--- config.mk ---
export PLATFORM = sky130hd
export DESIGN_NAME = gcr_control_regs
export DESIGN_NICKNAME = d
export VERILOG_FILES = /design/src/rtl/gcr_pkg.sv /design/src/rtl/gcr_key_gate.sv /design/src/rtl/gcr_pulse_timer.sv /design/src/rtl/gcr_control_regs.sv
export SDC_FILE = /design/constraint.sdc
export NUM_CORES = 1
export LEC_CHECK = 0
export ABC_AREA = 1
export BUFFER_PORTS_ARGS = -buffer_cell sky130_fd_sc_hd__buf_2
export CAP_MARGIN = 15
export CORE_MARGIN = 5
export CORE_UTILIZATION = 55
export CTS_BUF_LIST = sky130_fd_sc_hd__clkbuf_8
export DETAILED_ROUTE_END_ITERATION = 7
export PLACE_DENSITY = 0.84
export SKIP_LAST_GASP = 1
export SYNTH_ARGS = -nofsm -noshare
export SYNTH_HDL_FRONTEND = slang
export SYNTH_SLANG_ARGS = --single-unit
--- constraint.sdc ---
create_clock -name sys_clk -period 4.7 [get_ports sys_clk]
set_clock_uncertainty 0.05 [all_clocks]
set_input_delay 0.705 -clock sys_clk [delete_from_list [all_inputs] [get_ports sys_clk]]
set_output_delay 0.705 -clock sys_clk [all_outputs]
set_load 0.05 [all_outputs]
--- src/rtl/gcr_pkg.sv ---
// register map, field positions, timing counts and carrier types
package gcr_pkg;

  // =====================================================
  // bus widths
  localparam int ADDR_W = 8;
  localparam int DATA_W = 8;

  // =====================================================
  // register offsets
  localparam logic [ADDR_W-1:0] OFS_DEBUG = 8'h92;
  localparam logic [ADDR_W-1:0] OFS_LOCK = 8'h93;
  localparam logic [ADDR_W-1:0] OFS_CLR = 8'h94;
  localparam logic [ADDR_W-1:0] OFS_SPARE = 8'h95;
  localparam logic [ADDR_W-1:0] OFS_CKEY = 8'h96;
  localparam logic [ADDR_W-1:0] OFS_NVMCTL = 8'h97;
  localparam logic [ADDR_W-1:0] OFS_NKEY = 8'h98;
  localparam logic [ADDR_W-1:0] OFS_IRQ_STAT = 8'h99;
  localparam logic [ADDR_W-1:0] OFS_IRQ_MASK = 8'h9a;
  localparam logic [ADDR_W-1:0] OFS_NVM_STAT = 8'h9b;

  // =====================================================
  // field positions
  localparam int DBG_FS_BIT = 1;
  localparam int DBG_ERR_BIT = 0;
  localparam int CLR_REINIT_BIT = 2;
  localparam int CLR_RELOAD_BIT = 1;
  localparam int CLR_DEFAULT_BIT = 0;
  localparam int NVM_MODE_BIT = 0;
  localparam int NVM_GO_BIT = 1;
  localparam int NST_DONE_BIT = 0;
  localparam int LOCK_W = 3;
  localparam int EV_W = 3;
  localparam int EV_DONE = 0;
  localparam int EV_ERR = 1;
  localparam int EV_FS = 2;

  // =====================================================
  // reset values and key sequences
  localparam logic [LOCK_W-1:0] LOCK_RESET = 3'h3;
  localparam int CKEY_LEN = 4;
  localparam logic [CKEY_LEN*8-1:0] CKEY_SEQ = 32'h434f4445;
  localparam int NKEY_LEN = 6;
  localparam logic [NKEY_LEN*8-1:0] NKEY_SEQ = 48'h000402090209;

  // =====================================================
  // timing
  localparam int CLK_MHZ = 100;
  localparam int ERR_PULSE_US = 50;
  localparam int ERR_PULSE_CYCLES = ERR_PULSE_US * CLK_MHZ;

  // =====================================================
  // carrier types
  typedef struct packed {
    logic wr;
    logic rd;
    logic [ADDR_W-1:0] addr;
    logic [DATA_W-1:0] wdata;
  } gcr_bus_req_t;

  typedef struct packed {
    logic brightness;
    logic cfg;
    logic current;
  } gcr_protect_t;

endpackage

--- src/rtl/gcr_key_gate.sv ---
// keyed unlock sequencer: grants access after the full byte sequence
`timescale 1ns/1ns
module gcr_key_gate #(
  parameter int KEY_LEN = 4,
  parameter logic [KEY_LEN*8-1:0] KEY_SEQ = '0
) (
  input wire logic sys_clk,
  input wire logic reset,
  input wire logic clear,
  input wire logic keyWr,
  input wire logic [7:0] keyByte,
  output logic granted,
  output logic [7:0] lastByte
);
  localparam int IDX_W = $clog2(KEY_LEN);

  typedef struct packed {
    logic [IDX_W-1:0] idx;
    logic granted;
    logic [7:0] last;
  } gcr_key_state_t;

  gcr_key_state_t st_q;
  gcr_key_state_t st_d;
  logic [7:0] expected;
  logic [7:0] firstKey;

  if (KEY_LEN < 2) begin : g_chk
    $error("key sequence needs at least two bytes");
  end

  // expected byte at the current position
  assign expected = KEY_SEQ[8*(KEY_LEN-1-int'(st_q.idx)) +: 8];
  assign firstKey = KEY_SEQ[8*(KEY_LEN-1) +: 8];

  // sequence walk
  always_comb
  begin
    st_d = st_q;
    if (clear)
    begin
      st_d = '0;
    end
    else if (keyWr)
    begin
      st_d.last = keyByte;
      if (keyByte == expected)
      begin
        if (int'(st_q.idx) == KEY_LEN - 1)
        begin
          st_d.granted = 1'b1;
          st_d.idx = '0;
        end
        else
        begin
          st_d.idx = st_q.idx + 1'b1;
        end
      end
      else
      begin
        st_d.granted = 1'b0;
        st_d.idx = (keyByte == firstKey) ? IDX_W'(1) : '0;
      end
    end
  end

  // state register
  always_ff @(posedge sys_clk or posedge reset)
  begin
    if (reset)
      st_q <= '0;
    else
      st_q <= st_d;
  end

  assign granted = st_q.granted;
  assign lastByte = st_q.last;

  a_key_restart_lock: assert property (
    @(posedge sys_clk) disable iff (reset)
    keyWr && !clear && keyByte != expected |=> !granted)
    else $error("mismatched key byte left access granted");

endmodule

--- src/rtl/gcr_pulse_timer.sv ---
// one-shot pulse stretcher of a fixed cycle count
`timescale 1ns/1ns
module gcr_pulse_timer #(
  parameter int CYCLES = 5000
) (
  input wire logic sys_clk,
  input wire logic reset,
  input wire logic clear,
  input wire logic start,
  output logic active
);
  localparam int CNT_W = $clog2(CYCLES + 1);

  typedef struct packed {
    logic [CNT_W-1:0] cnt;
    logic active;
  } gcr_tmr_state_t;

  gcr_tmr_state_t st_q;
  gcr_tmr_state_t st_d;

  if (CYCLES < 1) begin : g_chk
    $error("pulse length must be at least one cycle");
  end

  // load on start, count down while active
  always_comb
  begin
    st_d = st_q;
    if (clear)
    begin
      st_d = '0;
    end
    else if (start)
    begin
      st_d.cnt = CNT_W'(CYCLES - 1);
      st_d.active = 1'b1;
    end
    else if (st_q.active)
    begin
      if (st_q.cnt == '0)
        st_d.active = 1'b0;
      else
        st_d.cnt = st_q.cnt - 1'b1;
    end
  end

  // state register
  always_ff @(posedge sys_clk or posedge reset)
  begin
    if (reset)
      st_q <= '0;
    else
      st_q <= st_d;
  end

  assign active = st_q.active;

  a_pulse_end_count: assert property (
    @(posedge sys_clk) disable iff (reset)
    st_q.active && st_q.cnt == '0 && !start |=> !active)
    else $error("pulse outlived its count");

endmodule

--- src/rtl/gcr_control_regs.sv ---
// gated control register group: debug, locks, clears, nvm control
//
// Our own choice: the strobed register port.
`timescale 1ns/1ns
module gcr_control_regs
  import gcr_pkg::*;
#(
  parameter int ERR_CYCLES = gcr_pkg::ERR_PULSE_CYCLES
) (
  input wire logic sys_clk,
  input wire logic reset,
  input gcr_pkg::gcr_bus_req_t busReq,
  output logic [gcr_pkg::DATA_W-1:0] rdData,
  input wire logic inFailsafe,
  input wire logic nvmBurnDone,
  output gcr_pkg::gcr_protect_t writeProtect,
  output logic failsafeForce,
  output logic errFlagSet,
  output logic faultOutN,
  output logic fullLogicReinit,
  output logic nvmReload,
  output logic restoreDefaults,
  output logic nvmProgramState,
  output logic nvmBurnGo,
  output logic irq
);
  import gcr_pkg::*;

  // =====================================================
  // state
  typedef struct packed {
    gcr_protect_t lock;
    logic progState;
    logic burnPend;
    logic burnDone;
    logic [EV_W-1:0] irqStat;
    logic [EV_W-1:0] irqMask;
    logic fsPulse;
    logic errPulse;
    logic reinit;
    logic reload;
    logic defaults;
    logic burnGo;
    logic [DATA_W-1:0] rdData;
  } gcr_ctl_state_t;

  localparam gcr_ctl_state_t ST_RESET = '{
    lock: gcr_protect_t'(LOCK_RESET),
    default: '0
  };

  gcr_ctl_state_t st_q;
  gcr_ctl_state_t st_d;

  logic ctrlOpen;
  logic nvmOpen;
  logic [7:0] ckeyLast;
  logic [7:0] nkeyLast;
  logic errActive;
  logic wrDbg;
  logic wrLock;
  logic wrClr;
  logic wrNvm;
  logic errStart;
  logic [EV_W-1:0] events;
  logic [DATA_W-1:0] wd;

  if (ERR_CYCLES < 1) begin : g_chk
    $error("fault pulse must last at least one cycle");
  end

  // =====================================================
  // write decode
  assign wd = busReq.wdata;
  assign wrDbg = busReq.wr && busReq.addr == OFS_DEBUG;
  assign wrLock = busReq.wr && busReq.addr == OFS_LOCK;
  assign wrClr = busReq.wr && busReq.addr == OFS_CLR;
  assign wrNvm = busReq.wr && busReq.addr == OFS_NVMCTL;

  // error pulse only in normal state
  assign errStart = wrDbg && ctrlOpen && wd[DBG_ERR_BIT] && !inFailsafe;

  // =====================================================
  // unlock sequencers
  // control key gate
  gcr_key_gate #(
    .KEY_LEN(CKEY_LEN),
    .KEY_SEQ(CKEY_SEQ)
  ) u_ctrl_key (
    .sys_clk(sys_clk),
    .reset(reset),
    .clear(st_q.reinit),
    .keyWr(busReq.wr && busReq.addr == OFS_CKEY),
    .keyByte(wd),
    .granted(ctrlOpen),
    .lastByte(ckeyLast)
  );

  gcr_key_gate #(
    .KEY_LEN(NKEY_LEN),
    .KEY_SEQ(NKEY_SEQ)
  ) u_nvm_key (
    .sys_clk(sys_clk),
    .reset(reset),
    .clear(st_q.reinit),
    .keyWr(busReq.wr && busReq.addr == OFS_NKEY),
    .keyByte(wd),
    .granted(nvmOpen),
    .lastByte(nkeyLast)
  );

  gcr_pulse_timer #(
    .CYCLES(ERR_CYCLES)
  ) u_err_timer (
    .sys_clk(sys_clk),
    .reset(reset),
    .clear(st_q.reinit),
    .start(errStart),
    .active(errActive)
  );

  // =====================================================
  // next state
  always_comb
  begin
    st_d = st_q;
    // self-clearing command pulses
    st_d.fsPulse = 1'b0;
    st_d.errPulse = 1'b0;
    st_d.reinit = 1'b0;
    st_d.reload = 1'b0;
    st_d.defaults = 1'b0;
    st_d.burnGo = 1'b0;
    st_d.rdData = '0;
    events = '0;

    if (wrDbg && ctrlOpen && wd[DBG_FS_BIT])
    begin
      st_d.fsPulse = 1'b1;
      events[EV_FS] = 1'b1;
    end
    if (errStart)
    begin
      st_d.errPulse = 1'b1;
      events[EV_ERR] = 1'b1;
    end

    if (wrLock && ctrlOpen)
      st_d.lock = gcr_protect_t'(wd[LOCK_W-1:0]);

    if (wrClr && ctrlOpen)
    begin
      st_d.reinit = wd[CLR_REINIT_BIT];
      st_d.reload = wd[CLR_RELOAD_BIT];
      st_d.defaults = wd[CLR_DEFAULT_BIT];
      if (wd[CLR_DEFAULT_BIT])
      begin
        st_d.lock = gcr_protect_t'(LOCK_RESET);
        st_d.progState = 1'b0;
      end
    end

    if (wrNvm && nvmOpen)
    begin
      st_d.progState = wd[NVM_MODE_BIT];
      if (wd[NVM_GO_BIT] && st_q.progState)
      begin
        st_d.burnGo = 1'b1;
        st_d.burnPend = 1'b1;
        st_d.burnDone = 1'b0;
      end
    end

    // burn completion flag, a new start keeps it low
    if (st_q.burnPend && nvmBurnDone)
    begin
      events[EV_DONE] = 1'b1;
      if (!st_d.burnGo)
      begin
        st_d.burnPend = 1'b0;
        st_d.burnDone = 1'b1;
      end
    end

    // sticky status, read clears, set wins
    if (busReq.rd && busReq.addr == OFS_IRQ_STAT)
      st_d.irqStat = events;
    else
      st_d.irqStat = st_q.irqStat | events;
    if (busReq.wr && busReq.addr == OFS_IRQ_MASK)
      st_d.irqMask = wd[EV_W-1:0];

    // read mux, data stand one cycle
    if (busReq.rd)
    begin
      case (busReq.addr)
        OFS_LOCK: st_d.rdData = DATA_W'(st_q.lock);
        OFS_CKEY: st_d.rdData = ckeyLast;
        OFS_NVMCTL: st_d.rdData = DATA_W'(st_q.progState);
        OFS_NKEY: st_d.rdData = nkeyLast;
        OFS_IRQ_STAT: st_d.rdData = DATA_W'(st_q.irqStat);
        OFS_IRQ_MASK: st_d.rdData = DATA_W'(st_q.irqMask);
        OFS_NVM_STAT: st_d.rdData = DATA_W'(st_q.burnDone);
        default: st_d.rdData = '0;
      endcase
    end

    if (st_q.reinit)
      st_d = ST_RESET;
  end

  // state register
  always_ff @(posedge sys_clk or posedge reset)
  begin
    if (reset)
      st_q <= ST_RESET;
    else
      st_q <= st_d;
  end

  // =====================================================
  // outputs
  assign rdData = st_q.rdData;
  assign writeProtect = st_q.lock;
  assign failsafeForce = st_q.fsPulse;
  assign errFlagSet = st_q.errPulse;
  assign faultOutN = !errActive;
  assign fullLogicReinit = st_q.reinit;
  assign nvmReload = st_q.reload;
  assign restoreDefaults = st_q.defaults;
  assign nvmProgramState = st_q.progState;
  assign nvmBurnGo = st_q.burnGo;
  assign irq = |(st_q.irqStat & st_q.irqMask);

  // =====================================================
  // checks

  // length of the current low stretch on the fault output
  logic [15:0] lowCnt;
  always_ff @(posedge sys_clk or posedge reset)
  begin
    if (reset)
      lowCnt <= '0;
    else if (faultOutN || errStart)
      lowCnt <= '0;
    else
      lowCnt <= lowCnt + 16'h0001;
  end

  a_failsafe_force_pulse: assert property (
    @(posedge sys_clk) disable iff (reset)
    wrDbg && ctrlOpen && wd[DBG_FS_BIT] && !fullLogicReinit
    |=> failsafeForce ##1 (!failsafeForce
    || $past(wrDbg && ctrlOpen && wd[DBG_FS_BIT])))
    else $error("fail-safe force not a single pulse");

  a_error_pulse_start: assert property (
    @(posedge sys_clk) disable iff (reset)
    errStart && !fullLogicReinit |=> errFlagSet && !faultOutN)
    else $error("error pulse did not start");

  a_fault_low_width: assert property (
    @(posedge sys_clk) disable iff (reset)
    int'(lowCnt) <= ERR_CYCLES)
    else $error("fault output held low too long");

  a_lock_write_value: assert property (
    @(posedge sys_clk) disable iff (reset)
    wrLock && ctrlOpen && !fullLogicReinit
    |=> writeProtect == $past(wd[LOCK_W-1:0]))
    else $error("lock bits not written");

  a_lock_guard_key: assert property (
    @(posedge sys_clk) disable iff (reset)
    (wrLock || wrClr) && !ctrlOpen && !fullLogicReinit
    |=> $stable(writeProtect) && !fullLogicReinit && !restoreDefaults)
    else $error("guarded write taken without key");

  a_soft_reinit_all: assert property (
    @(posedge sys_clk) disable iff (reset)
    wrClr && ctrlOpen && wd[CLR_REINIT_BIT] && !fullLogicReinit
    |=> fullLogicReinit ##1 (writeProtect == LOCK_RESET
    && !nvmProgramState && !fullLogicReinit))
    else $error("reinit did not restore reset state");

  a_nvm_reload_pulse: assert property (
    @(posedge sys_clk) disable iff (reset)
    wrClr && ctrlOpen && wd[CLR_RELOAD_BIT] && !fullLogicReinit
    |=> nvmReload ##1 (!nvmReload
    || $past(wrClr && ctrlOpen && wd[CLR_RELOAD_BIT])))
    else $error("reload pulse missing");

  a_default_restore: assert property (
    @(posedge sys_clk) disable iff (reset)
    wrClr && ctrlOpen && wd[CLR_DEFAULT_BIT] && !fullLogicReinit
    |=> restoreDefaults && writeProtect == LOCK_RESET)
    else $error("defaults not restored");

  a_burn_needs_mode: assert property (
    @(posedge sys_clk) disable iff (reset)
    nvmBurnGo |-> $past(nvmProgramState))
    else $error("burn started outside programming state");

  a_done_flag_pending: assert property (
    @(posedge sys_clk) disable iff (reset)
    nvmBurnGo |-> !st_q.burnDone && st_q.burnPend)
    else $error("done flag set at burn start");

  a_spare_reads_zero: assert property (
    @(posedge sys_clk) disable iff (reset)
    busReq.rd && (busReq.addr == OFS_SPARE || busReq.addr == OFS_DEBUG)
    |=> rdData == '0)
    else $error("reserved register read non-zero");

  a_debug_guard_key: assert property (
    @(posedge sys_clk) disable iff (reset)
    wrDbg && !ctrlOpen |=> !failsafeForce && !errFlagSet)
    else $error("debug write taken without key");

  a_nvm_guard_key: assert property (
    @(posedge sys_clk) disable iff (reset)
    wrNvm && !nvmOpen && !fullLogicReinit
    |=> $stable(nvmProgramState) && !nvmBurnGo)
    else $error("nvm control write taken without key");

  a_done_flag_set: assert property (
    @(posedge sys_clk) disable iff (reset)
    st_q.burnPend && nvmBurnDone && !fullLogicReinit
    && !(wrNvm && nvmOpen && wd[NVM_GO_BIT] && st_q.progState)
    |=> st_q.burnDone)
    else $error("done flag not set after burn");

endmodule

==> metrics <==
commonest cells after routing, fill and taps aside 150 x nand2_1, 61 x dfrtp_1, 55 x nor2_1, 45 x inv_1, 41 x buf_2; Crit path max-delay family buffers and inverters; CTS tree built; Worst Path Class, Setup reg -> reg; Routed Antenna Nets 0; post-synthesis register bit count 63; RSZ-0062 raised after global routing no; overall global routing resource usage 0.2175; post-synth cell types 34; cell area after synthesis 3760 um2; FMAX 0.4921 GHz; postcts setup bufs 0; setup_tns 0 ns; post-synthesis xor/xnor area fraction 0.02795; Final nets 553; Synth Area in Simple Gates 0.3684; Leak 2.266 nW; largest net degree at the start of global routing 64; vias per cell 5.461; drt total wl 8.540 mm; clock slew at reported path FFs 0.07 ns; std cell rows 30; drt first-iter violations 335; worst slew pin tran 0.7800 ns; main combinational cell family by area after synthesis simple AND/OR/NAND/NOR gates; Routed WL per cell 14.02 um; Power, Total 1.270 mW; die width 92.68 um; DP HPWL 6.004 mm; Synthesized Nets 522; Synth Area in Compound Gates 0.06290; Async S/R FF share, synth 1.000; Post-synth EDFFs 0; ratio of cells with drive above 1 in the final layout 0.1966; max incr delay on CP 0.58 ns; initial antenna violation count 0; htree depth 3; port bufs 41; critical path cell sequence inv_2, nand3_1, a21oi_2, nand2_1, nand2_1; Die H 92.68 um; fill count 552; clock sinks 63; Syn Area/Cell 7.626 um2; clk_lat worst skew 0.35 ns; Ys Warns 0; DR vias 3326; hold crit path type reg -> reg; Critical Path Most Common Cell nand2_1; gp weighted congestion 0.9552; vias in the first global route 3207; wire length on met2 3.934 mm; Worst EP arrival 2.27 ns; worst vdd ir 0.1378 mV; worst-path maximum fanout 36; Layout Area Growth over Synthesis 11.18%; ys flop type dfrtp_1; core area 6719 um2; root buf cell clkbuf_8; first-pass GRT wire length 14.83 mm; Clock Path Buffers 2; gr ovfl total 0; Slew Viols, Final 0; kind of start point of the critical path flop; min Tclk post-route 2.032 ns; metal3 WL 578 um; Inserted Diodes 0; Metal-1 WL 3.849 mm; commonest non-fill, non-tap cell in the layout nand2_1; crit path capture type flop; Hold Fails Final Rpt 0; # resized after CTS 0; die area 8590 um2; Post-Synth Adder-Cell Area 0.02329; Ports 42; CP Buf/Inv Count 1; Initial Util 0.5596; top routing layer in use met4; DRC 0; CP required 4.94 ns; mux share of post-synthesis cell area 0; TritonCTS buffer count 9; P per Cell Area 303.8 nW/um2; Setup Viol. Count Final 0; Tcrit/Tclk final 0.4324; CTS Hold Buffers Added 0; sequential element share of the synthesized area 0.4200; number of max-cap violations 0; slowest CP cell inv_2; relative slew slack 0.4800; Initial DRT Pass Iterations 5; status completed; Post-Syn Instances 493
-- state kept, by name (all words and copies together), names as in the netlist, 2 cells and up --
signal / count
rdData: 8
st_q: 8
u_ctrl_key.lastByte: 8
u_ctrl_key.st_q: 2
u_err_timer.st_q: 13
u_nvm_key.lastByte: 8
u_nvm_key.st_q: 3
writeProtect: 3
-- layout make-up --
cell class | count | area, um2 | area share
clock inverters | 7 | 145.1 | 0.03472
well taps | 80 | 100.1 | 0.02394
repair buffers | 42 | 212.7 | 0.05088
multi-input cells | 354 | 1814 | 0.4340
clock buffers | 9 | 123.9 | 0.02963
inverters | 54 | 205.2 | 0.04909
flip-flops and latches | 63 | 1579 | 0.3777
-- cell usage after synthesis, types with 2 or more instances --
library cell / number / share of area
inv_2: 7 / 0.0070
ha_1: 7 / 0.023
xor2_1: 8 / 0.019
nor2_2: 4 / 0.0067
nand2_2: 7 / 0.012
nand3_4: 2 / 0.0093
nand2_4: 5 / 0.015
nor3_1: 4 / 0.0053
xnor2_1: 4 / 0.0093
dfstp_2: 2 / 0.014
o21ai_2: 9 / 0.021
nand2_1: 150 / 0.15
or2_2: 2 / 0.0033
buf_4: 14 / 0.028
inv_1: 46 / 0.046
o21ai_0: 10 / 0.013
dfrtp_1: 61 / 0.41
nor2_1: 55 / 0.055
buf_6: 3 / 0.0090
nor2_4: 3 / 0.0090
o21ai_1: 7 / 0.0093
nand4_1: 25 / 0.042
a21oi_1: 8 / 0.011
nor2_8: 2 / 0.011
nand3_1: 37 / 0.049
buf_2: 3 / 0.0040
-- logic make-up after synthesis --
logic type                 Yosys count
and+or+nand+nor                    297
buffers and inverters               76
AOI/OAI and AO/OA                   38
xor gates and xnor gates            12
adders and majority gates            7
DFF                                 63
-- final timing paths --
| kind | from | end | slack, ns | depth (start not counted) |
|---|---|---|---|---|
| worst min-delay path | u_ctrl_key.lastByte[1] | u_ctrl_key.lastByte[1] | 0.44 | 2 |
| worst max register to register | fullLogicReinit | u_err_timer.st_q[5] | 2.67 | 5 |
| worst min register to register | u_ctrl_key.lastByte[1] | u_ctrl_key.lastByte[1] | 0.44 | 2 |
| worst max-delay path | fullLogicReinit | u_err_timer.st_q[5] | 2.67 | 5 |
| max in group asynchronous | reset | u_ctrl_key.granted | 3.56 | 3 |
| min in group asynchronous | reset | u_err_timer.st_q[1] | 0.53 | 3 |
-- power by group --
group / internal [mW] / switching [mW] / total (mW) / leakage [nW]
Combinational: 0.0222 / 0.0516 / 0.0738 / 1.32
Clock: 0.407 / 0.226 / 0.634 / 0.130
Sequential: 0.554 / 0.00814 / 0.563 / 0.814
Total: 0.984 / 0.286 / 1.27 / 2.27
-- routing by layer --
layer / up-vias / track usage
li1: 1630 / -
met1: 1554 / 0.3041
met2: 126 / 0.3275
met3: 16 / 0.05199
met4: 0 / 0.08181
met5: - / 0
-- tightest hold or removal path: stages (launching register included) --
cell and delay (ns):
dfrtp_1 0.35, nand2_1 0.07, o21ai_2 0.05
-- stage by stage --
step           cells    util  setup slack (ns)  area (um2)  hold slack, ns
4_1_cts          609  0.6222             2.689        4180          0.4377
3_5_place_dp     593  0.5821             2.598        3911          0.4202
3_3_place_gp     593  0.5821             2.666        3911          0.4161
6_report         609  0.6222             2.668        4180          0.4400
2_1_floorplan    493       -             2.379        3760          0.4034
5_1_grt          609  0.6222             2.471        4180          0.4574
No activity file was read; power rests on OpenSTA's default activity.
